$ cat config.mk
export PLATFORM = sky130hd
export DESIGN_NAME = adcctl_top
export DESIGN_NICKNAME = d
export VERILOG_FILES = /design/src/verilog/adcctl_pkg.sv /design/src/verilog/adcctl_top.sv /design/src/verilog/adcctl_chan_dec.sv
export VERILOG_INCLUDE_DIRS = /design/src /design/src/verilog
export SDC_FILE = /design/constraint.sdc
export NUM_CORES = 1
export LEC_CHECK = 0
export BUFFER_PORTS_ARGS = -buffer_cell sky130_fd_sc_hd__buf_2
export CAP_MARGIN = 10
export CORE_MARGIN = 3
export CORE_UTILIZATION = 48
export CTS_CLUSTER_SIZE = 25
export DETAILED_ROUTE_END_ITERATION = 10
export HOLD_SLACK_MARGIN = 0.06
export PLACE_DENSITY_LB_ADDON = 0.25
export SLEW_MARGIN = 20
export SYNTH_ARGS = -nofsm -noshare
export SYNTH_HDL_FRONTEND = slang
export SYNTH_HIERARCHICAL = 1
export SYNTH_SLANG_ARGS = --single-unit
export TNS_END_PERCENT = 100
$ cat constraint.sdc
create_clock -name pclk -period 4 [get_ports pclk]
set_input_delay 0 -clock pclk [delete_from_list [all_inputs] [get_ports pclk]]
set_output_delay 0 -clock pclk [all_outputs]
set_load 0.01 [all_outputs]
$ cat src/verilog/adcctl_map.svh
// register offsets, field positions and reset values of the converter control block
`ifndef ADCCTL_MAP_SVH
`define ADCCTL_MAP_SVH
`define ADCCTL_OFF_SC1 12'h000
`define ADCCTL_OFF_SC2 12'h004
`define ADCCTL_OFF_STAT 12'h008
`define ADCCTL_OFF_END 12'h00c
`define ADCCTL_SC1_RST 8'h1f
`define ADCCTL_SC2_RST 8'h00
`define ADCCTL_CH_LSB 0
`define ADCCTL_CH_MSB 4
`define ADCCTL_SC1_ABORT_BIT 5
`define ADCCTL_ACT_BIT 7
`define ADCCTL_TRG_BIT 6
`define ADCCTL_SC2_WMASK 8'h7c
`define ADCCTL_STAT_DONE_BIT 0
`define ADCCTL_STAT_DIS_BIT 1
`define ADCCTL_STAT_RSV_BIT 2
`define ADCCTL_CH_EXT_LO 5'h08
`define ADCCTL_CH_EXT_HI 5'h0f
`define ADCCTL_CH_HIGH_LO 5'h18
`define ADCCTL_CH_HIGH_HI 5'h1b
`define ADCCTL_CH_RSV 5'h1c
`define ADCCTL_CH_REFH 5'h1d
`define ADCCTL_CH_REFL 5'h1e
`define ADCCTL_CH_OFF 5'h1f
`define ADCCTL_HIGH_BASE 5'h18
`define ADCCTL_EXT_BASE 5'h08
`define ADCCTL_CONV_CYCLES 16'd23
`endif

$ cat src/verilog/adcctl_pkg.sv
// types shared by the converter control block
package adcctl_pkg;
   typedef enum logic [2:0] {
      ADCCTL_IDLE = 3'b001,
      ADCCTL_CONV = 3'b010,
      ADCCTL_DONE = 3'b100
   } adcctl_state_type;
   typedef enum logic [2:0] {
      ADCCTL_SRC_NONE = 3'h0,
      ADCCTL_SRC_EXT = 3'h1,
      ADCCTL_SRC_REFH = 3'h2,
      ADCCTL_SRC_REFL = 3'h3,
      ADCCTL_SRC_OFF = 3'h4
   } adcctl_src_type;
endpackage

$ cat src/verilog/adcctl_top.sv
// converter trigger and channel control with apb register access
// Function
// - codes 01000-01111, 11000-11011 pick external inputs
// - 11101 high ref, 11110 low ref, 11111 disable
// - active bit set at start, cleared at end
// - software mode starts on first register write
// - hardware mode starts on trigger input assertion
`timescale 1ns/1ns
`include "adcctl_map.svh"
module adcctl_top
   import adcctl_pkg::*;
#(
   parameter int CONV_CYCLES = `ADCCTL_CONV_CYCLES
)
(
   // apb slave
   input wire logic pclk,
   input wire logic presetn,
   input wire logic psel,
   input wire logic penable,
   input wire logic pwrite,
   input wire logic [11:0] paddr,
   input wire logic [31:0] pwdata,
   output logic [31:0] prdata,
   output logic pready,
   output logic pslverr,
   // trigger source
   input wire logic hw_trigger_input,
   // converter side
   input wire logic conv_complete,
   output logic [27:0] ext_select,
   output logic high_reference_level,
   output logic low_reference_level,
   output logic module_disabled,
   output logic conv_start,
   output logic conversion_active_flag
);
   // refuse counts the 16-bit conversion counter cannot reach
   if (CONV_CYCLES < 1 || CONV_CYCLES > 65535) begin : g_conv_cycles_check
      $error("CONV_CYCLES out of range");
   end

   localparam logic [15:0] CONV_LAST = 16'(CONV_CYCLES - 1);

   logic [7:0] status_control_first_r;
   logic [7:0] status_control_second_r;
   logic trig_meta_r;
   logic trig_sync_r;
   logic trig_prev_r;
   logic conv_done_r;
   logic [15:0] cnt_r;
   logic [31:0] prdata_r;
   adcctl_state_type state_r;
   adcctl_state_type state_nxt;
   logic [27:0] ext_sel_c;
   adcctl_src_type src_c;
   logic dis_c;
   logic rsv_c;
   logic wr_acc;
   logic rd_acc;
   logic sc1_wr;
   logic abort_c;
   logic sw_go;
   logic hw_go;
   logic start_c;
   logic finish_c;
   logic hw_mode;
   // decoded register selects and images
   logic sc1_sel;
   logic sc2_sel;
   logic stat_sel;
   logic sc2_wr;
   logic rd_setup;
   logic new_chan_blocked;
   logic cur_chan_blocked;
   logic trig_rise;
   logic in_conv;
   logic conv_timeout;
   logic [7:0] sc1_word;
   logic [7:0] sc2_word;
   logic [7:0] stat_word;
   logic [31:0] rd_word;

   // register select from a byte address
   function automatic logic reg_hit(input logic [11:0] a, input logic [11:0] off);
      reg_hit = (a == off);
   endfunction

   function automatic logic addr_ok(input logic [11:0] a);
      addr_ok = reg_hit(a, `ADCCTL_OFF_SC1) || reg_hit(a, `ADCCTL_OFF_SC2) ||
                reg_hit(a, `ADCCTL_OFF_STAT);
   endfunction

   // channel codes that must never start a conversion
   function automatic logic chan_blocked(input logic [4:0] ch);
      chan_blocked = (ch == `ADCCTL_CH_OFF) || (ch == `ADCCTL_CH_RSV);
   endfunction

   // widen an 8-bit register image to the bus word
   function automatic logic [31:0] bus_word(input logic [7:0] b);
      bus_word = {24'h000000, b};
   endfunction

   adcctl_chan_dec u_dec (
      .input_channel_field(status_control_first_r[`ADCCTL_CH_MSB:`ADCCTL_CH_LSB]),
      .ext_select(ext_sel_c),
      .source(src_c),
      .module_disabled(dis_c),
      .reserved_code(rsv_c)
   );

   // apb decode: zero wait states, writes land at the access edge
   assign sc1_sel = reg_hit(paddr, `ADCCTL_OFF_SC1);
   assign sc2_sel = reg_hit(paddr, `ADCCTL_OFF_SC2);
   assign stat_sel = reg_hit(paddr, `ADCCTL_OFF_STAT);
   assign wr_acc = psel && penable && pwrite;
   assign rd_acc = psel && penable && !pwrite;
   assign rd_setup = psel && !penable && !pwrite;
   assign pready = 1'b1;
   assign pslverr = psel && penable && !addr_ok(paddr);
   assign sc1_wr = wr_acc && sc1_sel;
   assign sc2_wr = wr_acc && sc2_sel;
   assign hw_mode = status_control_second_r[`ADCCTL_TRG_BIT];

   // first register: channel field and abort bit
   always_ff @(posedge pclk or negedge presetn) begin
      if (!presetn) begin
         status_control_first_r <= `ADCCTL_SC1_RST;
      end else if (sc1_wr) begin
         status_control_first_r <= pwdata[7:0];
      end
   end

   // second register: trigger select and compare controls
   always_ff @(posedge pclk or negedge presetn) begin
      if (!presetn) begin
         status_control_second_r <= `ADCCTL_SC2_RST;
      end else if (sc2_wr) begin
         status_control_second_r <= pwdata[7:0] & `ADCCTL_SC2_WMASK;
      end
   end

   // two-stage synchroniser for the asynchronous trigger pin
   always_ff @(posedge pclk or negedge presetn) begin
      if (!presetn) begin
         trig_meta_r <= 1'b0;
         trig_sync_r <= 1'b0;
      end else begin
         trig_meta_r <= hw_trigger_input;
         trig_sync_r <= trig_meta_r;
      end
   end

   // edge history resets to the idle pin level, so no false edge after reset
   always_ff @(posedge pclk or negedge presetn) begin
      if (!presetn) begin
         trig_prev_r <= 1'b0;
      end else begin
         trig_prev_r <= trig_sync_r;
      end
   end

   // a software start is judged on the channel being written, not the one it replaces
   assign new_chan_blocked = chan_blocked(pwdata[`ADCCTL_CH_MSB:`ADCCTL_CH_LSB]);
   assign cur_chan_blocked = chan_blocked(status_control_first_r[`ADCCTL_CH_MSB:`ADCCTL_CH_LSB]);
   assign trig_rise = trig_sync_r && !trig_prev_r;

   assign sw_go = !hw_mode && sc1_wr && !pwdata[`ADCCTL_SC1_ABORT_BIT] && !new_chan_blocked;
   assign hw_go = hw_mode && trig_rise && !cur_chan_blocked;
   // any other write to the first register, or a disabled channel, ends a conversion
   assign abort_c = sc1_wr || dis_c;
   assign start_c = sw_go || hw_go;

   // internal timeout in case the converter never reports completion
   assign in_conv = (state_r == ADCCTL_CONV);
   assign conv_timeout = in_conv && (cnt_r == CONV_LAST);
   assign finish_c = conv_complete || conv_timeout;

   always_comb begin
      state_nxt = state_r;
      case (state_r)
         ADCCTL_IDLE: begin
            if (start_c) begin
               state_nxt = ADCCTL_CONV;
            end
         end
         ADCCTL_CONV: begin
            // a fresh start restarts the count; abort outranks completion
            if (start_c) begin
               state_nxt = ADCCTL_CONV;
            end else if (abort_c) begin
               state_nxt = ADCCTL_IDLE;
            end else if (finish_c) begin
               state_nxt = ADCCTL_DONE;
            end
         end
         ADCCTL_DONE: begin
            // one cycle for the sticky done bit, unless a start follows at once
            if (start_c) begin
               state_nxt = ADCCTL_CONV;
            end else begin
               state_nxt = ADCCTL_IDLE;
            end
         end
         default: state_nxt = ADCCTL_IDLE;
      endcase
   end

   always_ff @(posedge pclk or negedge presetn) begin
      if (!presetn) begin
         state_r <= ADCCTL_IDLE;
      end else begin
         state_r <= state_nxt;
      end
   end

   // conversion cycle counter
   always_ff @(posedge pclk or negedge presetn) begin
      if (!presetn) begin
         cnt_r <= 16'h0000;
      end else if (start_c || !in_conv) begin
         cnt_r <= 16'h0000;
      end else begin
         cnt_r <= cnt_r + 16'h0001;
      end
   end

   // sticky completion status, cleared by next start
   // completion wins over a start landing in the same cycle
   always_ff @(posedge pclk or negedge presetn) begin
      if (!presetn) begin
         conv_done_r <= 1'b0;
      end else if (state_r == ADCCTL_DONE) begin
         conv_done_r <= 1'b1;
      end else if (start_c) begin
         conv_done_r <= 1'b0;
      end
   end

   assign conversion_active_flag = (state_r == ADCCTL_CONV);
   assign conv_start = start_c;
   assign ext_select = ext_sel_c;

   // reference routing follows the decoded source
   always_comb begin
      high_reference_level = 1'b0;
      low_reference_level = 1'b0;
      case (src_c)
         ADCCTL_SRC_REFH: high_reference_level = 1'b1;
         ADCCTL_SRC_REFL: low_reference_level = 1'b1;
         default: high_reference_level = 1'b0;
      endcase
   end

   assign module_disabled = dis_c;

   // register images as software sees them
   assign sc1_word = status_control_first_r;

   // active bit comes from the state machine, never from the stored byte
   always_comb begin
      sc2_word = status_control_second_r;
      sc2_word[`ADCCTL_ACT_BIT] = conversion_active_flag;
   end

   always_comb begin
      stat_word = 8'h00;
      stat_word[`ADCCTL_STAT_DONE_BIT] = conv_done_r;
      stat_word[`ADCCTL_STAT_DIS_BIT] = dis_c;
      stat_word[`ADCCTL_STAT_RSV_BIT] = rsv_c;
   end

   // read word selection; unmapped addresses read zero
   always_comb begin
      rd_word = 32'h00000000;
      if (sc1_sel) begin
         rd_word = bus_word(sc1_word);
      end else if (sc2_sel) begin
         rd_word = bus_word(sc2_word);
      end else if (stat_sel) begin
         rd_word = bus_word(stat_word);
      end
   end

   // read data captured in the setup cycle and held through the access phase
   always_ff @(posedge pclk or negedge presetn) begin
      if (!presetn) begin
         prdata_r <= 32'h00000000;
      end else if (rd_setup) begin
         prdata_r <= rd_word;
      end
   end

   // prdata shows the captured word only during a read access
   assign prdata = rd_acc ? prdata_r : 32'h00000000;
endmodule // adcctl_top

$ cat src/verilog/adcctl_chan_dec.sv
// channel field decoder: external input select, references, disable
`timescale 1ns/1ns
`include "adcctl_map.svh"
module adcctl_chan_dec
   import adcctl_pkg::*;
(
   // channel field
   input wire logic [4:0] input_channel_field,
   // decoded outputs
   output logic [27:0] ext_select,
   output adcctl_src_type source,
   output logic module_disabled,
   output logic reserved_code
);
   always_comb begin
      ext_select = 28'h0000000;
      source = ADCCTL_SRC_NONE;
      module_disabled = 1'b0;
      reserved_code = 1'b0;
      if (input_channel_field >= `ADCCTL_CH_EXT_LO && input_channel_field <= `ADCCTL_CH_EXT_HI) begin
         ext_select[input_channel_field] = 1'b1;
         source = ADCCTL_SRC_EXT;
      end else if (input_channel_field >= `ADCCTL_CH_HIGH_LO &&
                   input_channel_field <= `ADCCTL_CH_HIGH_HI) begin
         ext_select[input_channel_field] = 1'b1;
         source = ADCCTL_SRC_EXT;
      end else begin
         case (input_channel_field)
            `ADCCTL_CH_REFH: source = ADCCTL_SRC_REFH;
            `ADCCTL_CH_REFL: source = ADCCTL_SRC_REFL;
            `ADCCTL_CH_OFF: begin
               source = ADCCTL_SRC_OFF;
               module_disabled = 1'b1;
            end
            `ADCCTL_CH_RSV: reserved_code = 1'b1;
            default: source = ADCCTL_SRC_NONE;
         endcase
      end
   end
endmodule // adcctl_chan_dec

==> reports/results.ini, run 1 <==
[status]
status=finished, final reports clean

[synth]
synthArstFlopShare_pct=100
synth_flop_cell=dfrtp_1
synth-edff-count=0
synthDistinctLibCells=46
ys_warn_count=6
yosysSeqAreaShare_pct=42.1
netlist_area_um2=2640
syn_avg_cell_area_um2=9.69
netlist_instances=272
synth_seq_cells=44

[finish]
multi_input_area_um2=1320
layout_commonest_cell=buf_2
area_delta_synth_final_pct=16.5
drive_above_1_share_pct=25.9
final_cell_mix=buf_2, conb_1, dfrtp_1
final_nets=395
seq_area_um2=1110
antenna_cells=0
stdcell_area_um2=3070
fillers=478

[sta]
totalNegativeSetupSlack_ps=0
max_freq_ghz=0.435
worst_pin_slew_ps=965
setup_viol=0
final_hold_viol_count=0
maxSlewViolCount=0
period_share_pct=57.5
clock_skew_ps=5.41
relSlewSlack_pct=35.6
fin_crit_ps=2300
rsz0062_at_grt=no

[die]
start_util_pct=50.6
die_h_um=80.1
num_rows=26
dieArea_um2=6420
core-area_um2=5200
die_w_um=80.1
io_pins=118

[grt]
grt_pass1_wl_um=8770
grt_use_total_pct=17.7
antenna_found_initial=0
grt_pass1_vias=1888
grt_max_degree=45
grt_overflow_total=0

[drt]
drtPass1Iterations=4
detail-route-antenna-nets=0
drtIter0Drc=59
routed_via_density=4.91
totalWireLength_um=5310
drc_errors=0
vias=2026
wire_per_inst_um=12.9

[placement]
globalplace.congestion=0.833
placed_cell_area_um2=2800
portBuffers=52
dpl.hpwl_um=3850

[worst_setup_path]
crit_fanout=4
crit_type=input pin to flip-flop
path_cells=dlygate4sd3_1 -> buf_2 -> nor4_2 -> dlygate4sd3_1 -> nand4_1 -> dlygate4sd3_1 -> o31ai_1
crit_arrival_ps=2500
path_common_cell=dlygate4sd3_1
cp_slowest_cell=dlygate4sd3_1
cpPeakStageDelay_ps=610
critPathCaptureType=flip-flop
cp-start-kind=input pin
cp.required_ps=4200

[cts]
htreeDepth=2
cts_sinks=44
cts_tree=built
postCtsSetupBuffers=0
post_cts_resize_count=0
cts_made_buffers=5
path_clk_slew_ps=80
cts_buffer_depth=2
clkLatencyLatePin_ps=300
cts_root_buf=clkbuf_8

[run]
drv_cap=0

[pwr]
power_density_nw_per_um2=261
vdd_ir_drop_max_mv=0.150
power_leakage_nw=1.45

[hold_path]
holdCritPathClass=input pin to flip-flop

final cells by class:
cell class,count,share of cell area (%)
multi-input combinational,216,43.1
sequential,44,36.1
timing repair buffer,70,14.3
tap,70,2.85
clock buffer,6,2.69
inverter,5,0.611
clock inverter,2,0.326
worst paths after layout:
path	startpoint	endpoint	slack, ps	depth (start not counted)
worst max-delay path	paddr[4]	prdata_r[0]	1700	7
worst min-delay path	paddr[9]	prdata_r[2]	110	4
max in group asynchronous	presetn	sc1_word[5]	3010	2
worst max register to register	state_r[2]	cnt_r[15]	2200	3
min in group asynchronous	presetn	cnt_r[12]	390	2
worst min register to register	trig_meta_r	trig_sync_r	350	0
power by group:
| part | switching (W) | internal [W] |
|---|---|---|
| registers | 0.000000735 | 0.000447 |
| clock network | 0.000147 | 0.000138 |
| logic | 0.0000441 | 0.0000246 |
Yosys cell counts (all sizes together), types with 6 or more instances:
cell,instances,share of area (%)
dfstp,6,6.0
xnor2,10,3.3
nor2,34,4.8
nor3,10,2.1
xor2,6,2.0
nor4,6,1.9
dfrtp,38,36
mux2,13,5.6
nand3,9,2.2
mux2i,9,3.4
buf,43,12
nand2,16,2.3
o21ai,13,2.6
and2,8,1.9
registers in the layout, summed over array words and instances (netlist names):
register / cells
state_r: 3
conv_done_r: 1
status_control_second_r: 5
trig_prev_r: 1
sc1_word: 8
prdata_r: 8
cnt_r: 16
trig_sync_r: 1
trig_meta_r: 1
per-layer routing:
layer  routed length [um]  global-route usage (%)
met1                 2420                    23.5
met2                 2480                    28.1
met3                  292                    3.70
met4                  113                    7.09
met5                    0                       0
kinds of logic (layout without fill, tap and decap cells):
group	count (synthesis)	in the layout	share of synthesized area (%)
and+or+nand+nor	111	111	23.5
other	3	41	0.427
muxes	22	22	8.97
buffers and inverters	50	83	13.1
xor gates and xnor gates	16	16	5.32
AOI/OAI and AO/OA	24	24	5.65
adders and majority gates	2	2	0.949
DFF	44	44	42.1
metrics by stage:
step | total power (W) | hold WS, ps | std cells | setup slack, ps | utilization [%]
after global routing | 0.000832 | 129 | 413 | 1530 | 59.0
after global placement | 0.000511 | 107 | 387 | 2110 | 53.8
final | 0.000801 | 106 | 413 | 1700 | 59.0
after detailed placement | 0.000511 | 111 | 387 | 2090 | 53.8
after floorplan | 0.000515 | -296 | 310 | 2390 | -
after CTS | 0.000808 | 102 | 413 | 1760 | 59.0
critical path, delay by kind of cell:
family	cells	cell delay, ps
simple gates	2	420
compound gates	1	230
buf+inv	4	1860
what timing repair did:
| item | 4_1_cts | 5_1_grt |
|---|---|---|
| endpoints found under the setup margin | 0 | 0 |
| endpoints found under the hold margin | 55 | 0 |
| hold buffers | 18 | 0 |
(Power assumes the default switching activity.)
==> inputs of run 2 (changes only) <==
- CORE_UTILIZATION: 48 -> 43
- clock period: 4 -> 2.1 ns (I/O delays scaled with it)
==> reports/results.ini, run 2 (synthesis gave the netlist of run 1 again) <==
[finish]
largest_reg_flops=16
antenna_cells=0
layout_commonest_cell=buf_2
area_delta_synth_final_pct=15.0
final_nets=391
drive_above_1_share_pct=26.9
final_cell_mix=buf_2, conb_1, dfrtp_1
finalCoreUtilization_pct=53.1
regMostFlops=cnt_r

[drt]
routed_via_density=4.84
vias=1986
wire_per_inst_um=12.7
totalWireLength_um=5200
detail-route-antenna-nets=0
drtIter0Drc=106
drtPass1Iterations=4
drc_errors=0

[run]
drv_cap=0

[grt]
grt_pass1_vias=1951
grt_max_degree=45
grt_use_total_pct=15.3
antenna_found_initial=0
grt_overflow_total=0
grt_pass1_wl_um=8980

[sta]
clock_skew_ps=4.68
final_hold_viol_count=0
max_freq_ghz=0.559
worst_pin_slew_ps=948
fin_crit_ps=1790
finalWorstSetupSlack_ps=312
maxSlewViolCount=0
setup_viol=0
relSlewSlack_pct=36.8
rsz0062_at_grt=no
totalNegativeSetupSlack_ps=0
period_share_pct=85.1

[die]
core-area_um2=5710
die_w_um=84.3
io_pins=118
start_util_pct=46.2
num_rows=27
die_h_um=84.3
dieArea_um2=7110

[pwr]
power.total_w=0.00153
power_density_nw_per_um2=504
power_leakage_nw=1.43
vdd_ir_drop_max_mv=0.293

[hold_path]
holdCritPathClass=input pin to flip-flop

[cts]
cts_tree=built
path_clk_slew_ps=80
cts_made_buffers=5
cts_sinks=44
cts_buffer_depth=2
post_cts_resize_count=0
htreeDepth=2
cts_root_buf=clkbuf_8
clkLatencyLatePin_ps=290

[worst_setup_path]
crit_fanout=6
cp-start-kind=flip-flop
crit_type=flip-flop to flip-flop
critPathCaptureType=flip-flop
cp.required_ps=2320
crit_arrival_ps=2000

[status]
status=finished, final reports clean

[placement]
dpl.hpwl_um=3940
portBuffers=52
globalplace.congestion=0.791
post-place-ws_ps=336

-- run 2: cell types whose count changed in the layout (fill, tap and decap cells not counted), sizes merged --
cell / previous run / this run
dlygate4sd3: 18 / 11
buf: 52 / 55
clkinv: 2 / 0
clkbuf: 6 / 7
-- run 2: layout make-up --
class                   instances  area (um2)
clock buffers                   7        96.3
fillers                       545        2680
inverters                       5        18.8
multi-input cells             216        1320
flip-flops and latches         44        1110
well taps                      72        90.1
repair buffers                 66         393
-- run 2: routing by layer --
metal / part of all wire (%) / up-vias / track usage (%) / wire (um)
met3: 5.2 / 8 / 2.16 / 270
met5: 0 / - / 0 / 0
li1: - / 986 / - / -
met1: 46 / 931 / 20.9 / 2390
met4: 1.3 / 0 / 5.12 / 68
met2: 47 / 61 / 24.8 / 2470
-- run 2: path summary, 6_finish.rpt --
| check | startpoint | to | slack (ps) | cells past startpoint |
|---|---|---|---|---|
| max | cnt_r[2] | cnt_r[15] | 310 | 4 |
| min | paddr[10] | prdata_r[0] | 80 | 4 |
| max reg2reg | cnt_r[2] | cnt_r[15] | 310 | 4 |
| min reg2reg | trig_meta_r | trig_sync_r | 360 | 0 |
| max in group asynchronous | presetn | status_control_second_r[4] | 1120 | 2 |
| min in group asynchronous | presetn | cnt_r[6] | 400 | 2 |
-- run 2: critical path: stages (launching register included) --
cell     delay [ps]
dfrtp_1         440
nand3_1         180
or4_4           580
or3_1           370
a21oi_1         150
-- run 2: where the power goes --
group	leakage, nW	total, W	internal (W)	switching, W
clock network	0.0503	0.000553	0.000293	0.000261
logic	0.800	0.000122	0.0000407	0.0000815
registers	0.581	0.000852	0.000851	0.00000145
-- run 2: timing repair --
action,CTS,global route
endpoints found under the setup margin,0,0
hold buffers,11,0
endpoints found under the hold margin,53,0
buffers inserted,0,0
-- run 2: stage by stage --
| stage | area, um2 | cells | hold WS, ps |
|---|---|---|---|
| 5_1_grt | 3030 | 410 | 85.8 |
| 2_1_floorplan | 2780 | 310 | -296 |
| 4_1_cts | 3030 | 410 | 66.9 |
| 3_3_place_gp | 2820 | 392 | 108 |
| 6_report | 3030 | 410 | 75.7 |
| 3_5_place_dp | 2820 | 392 | 111 |
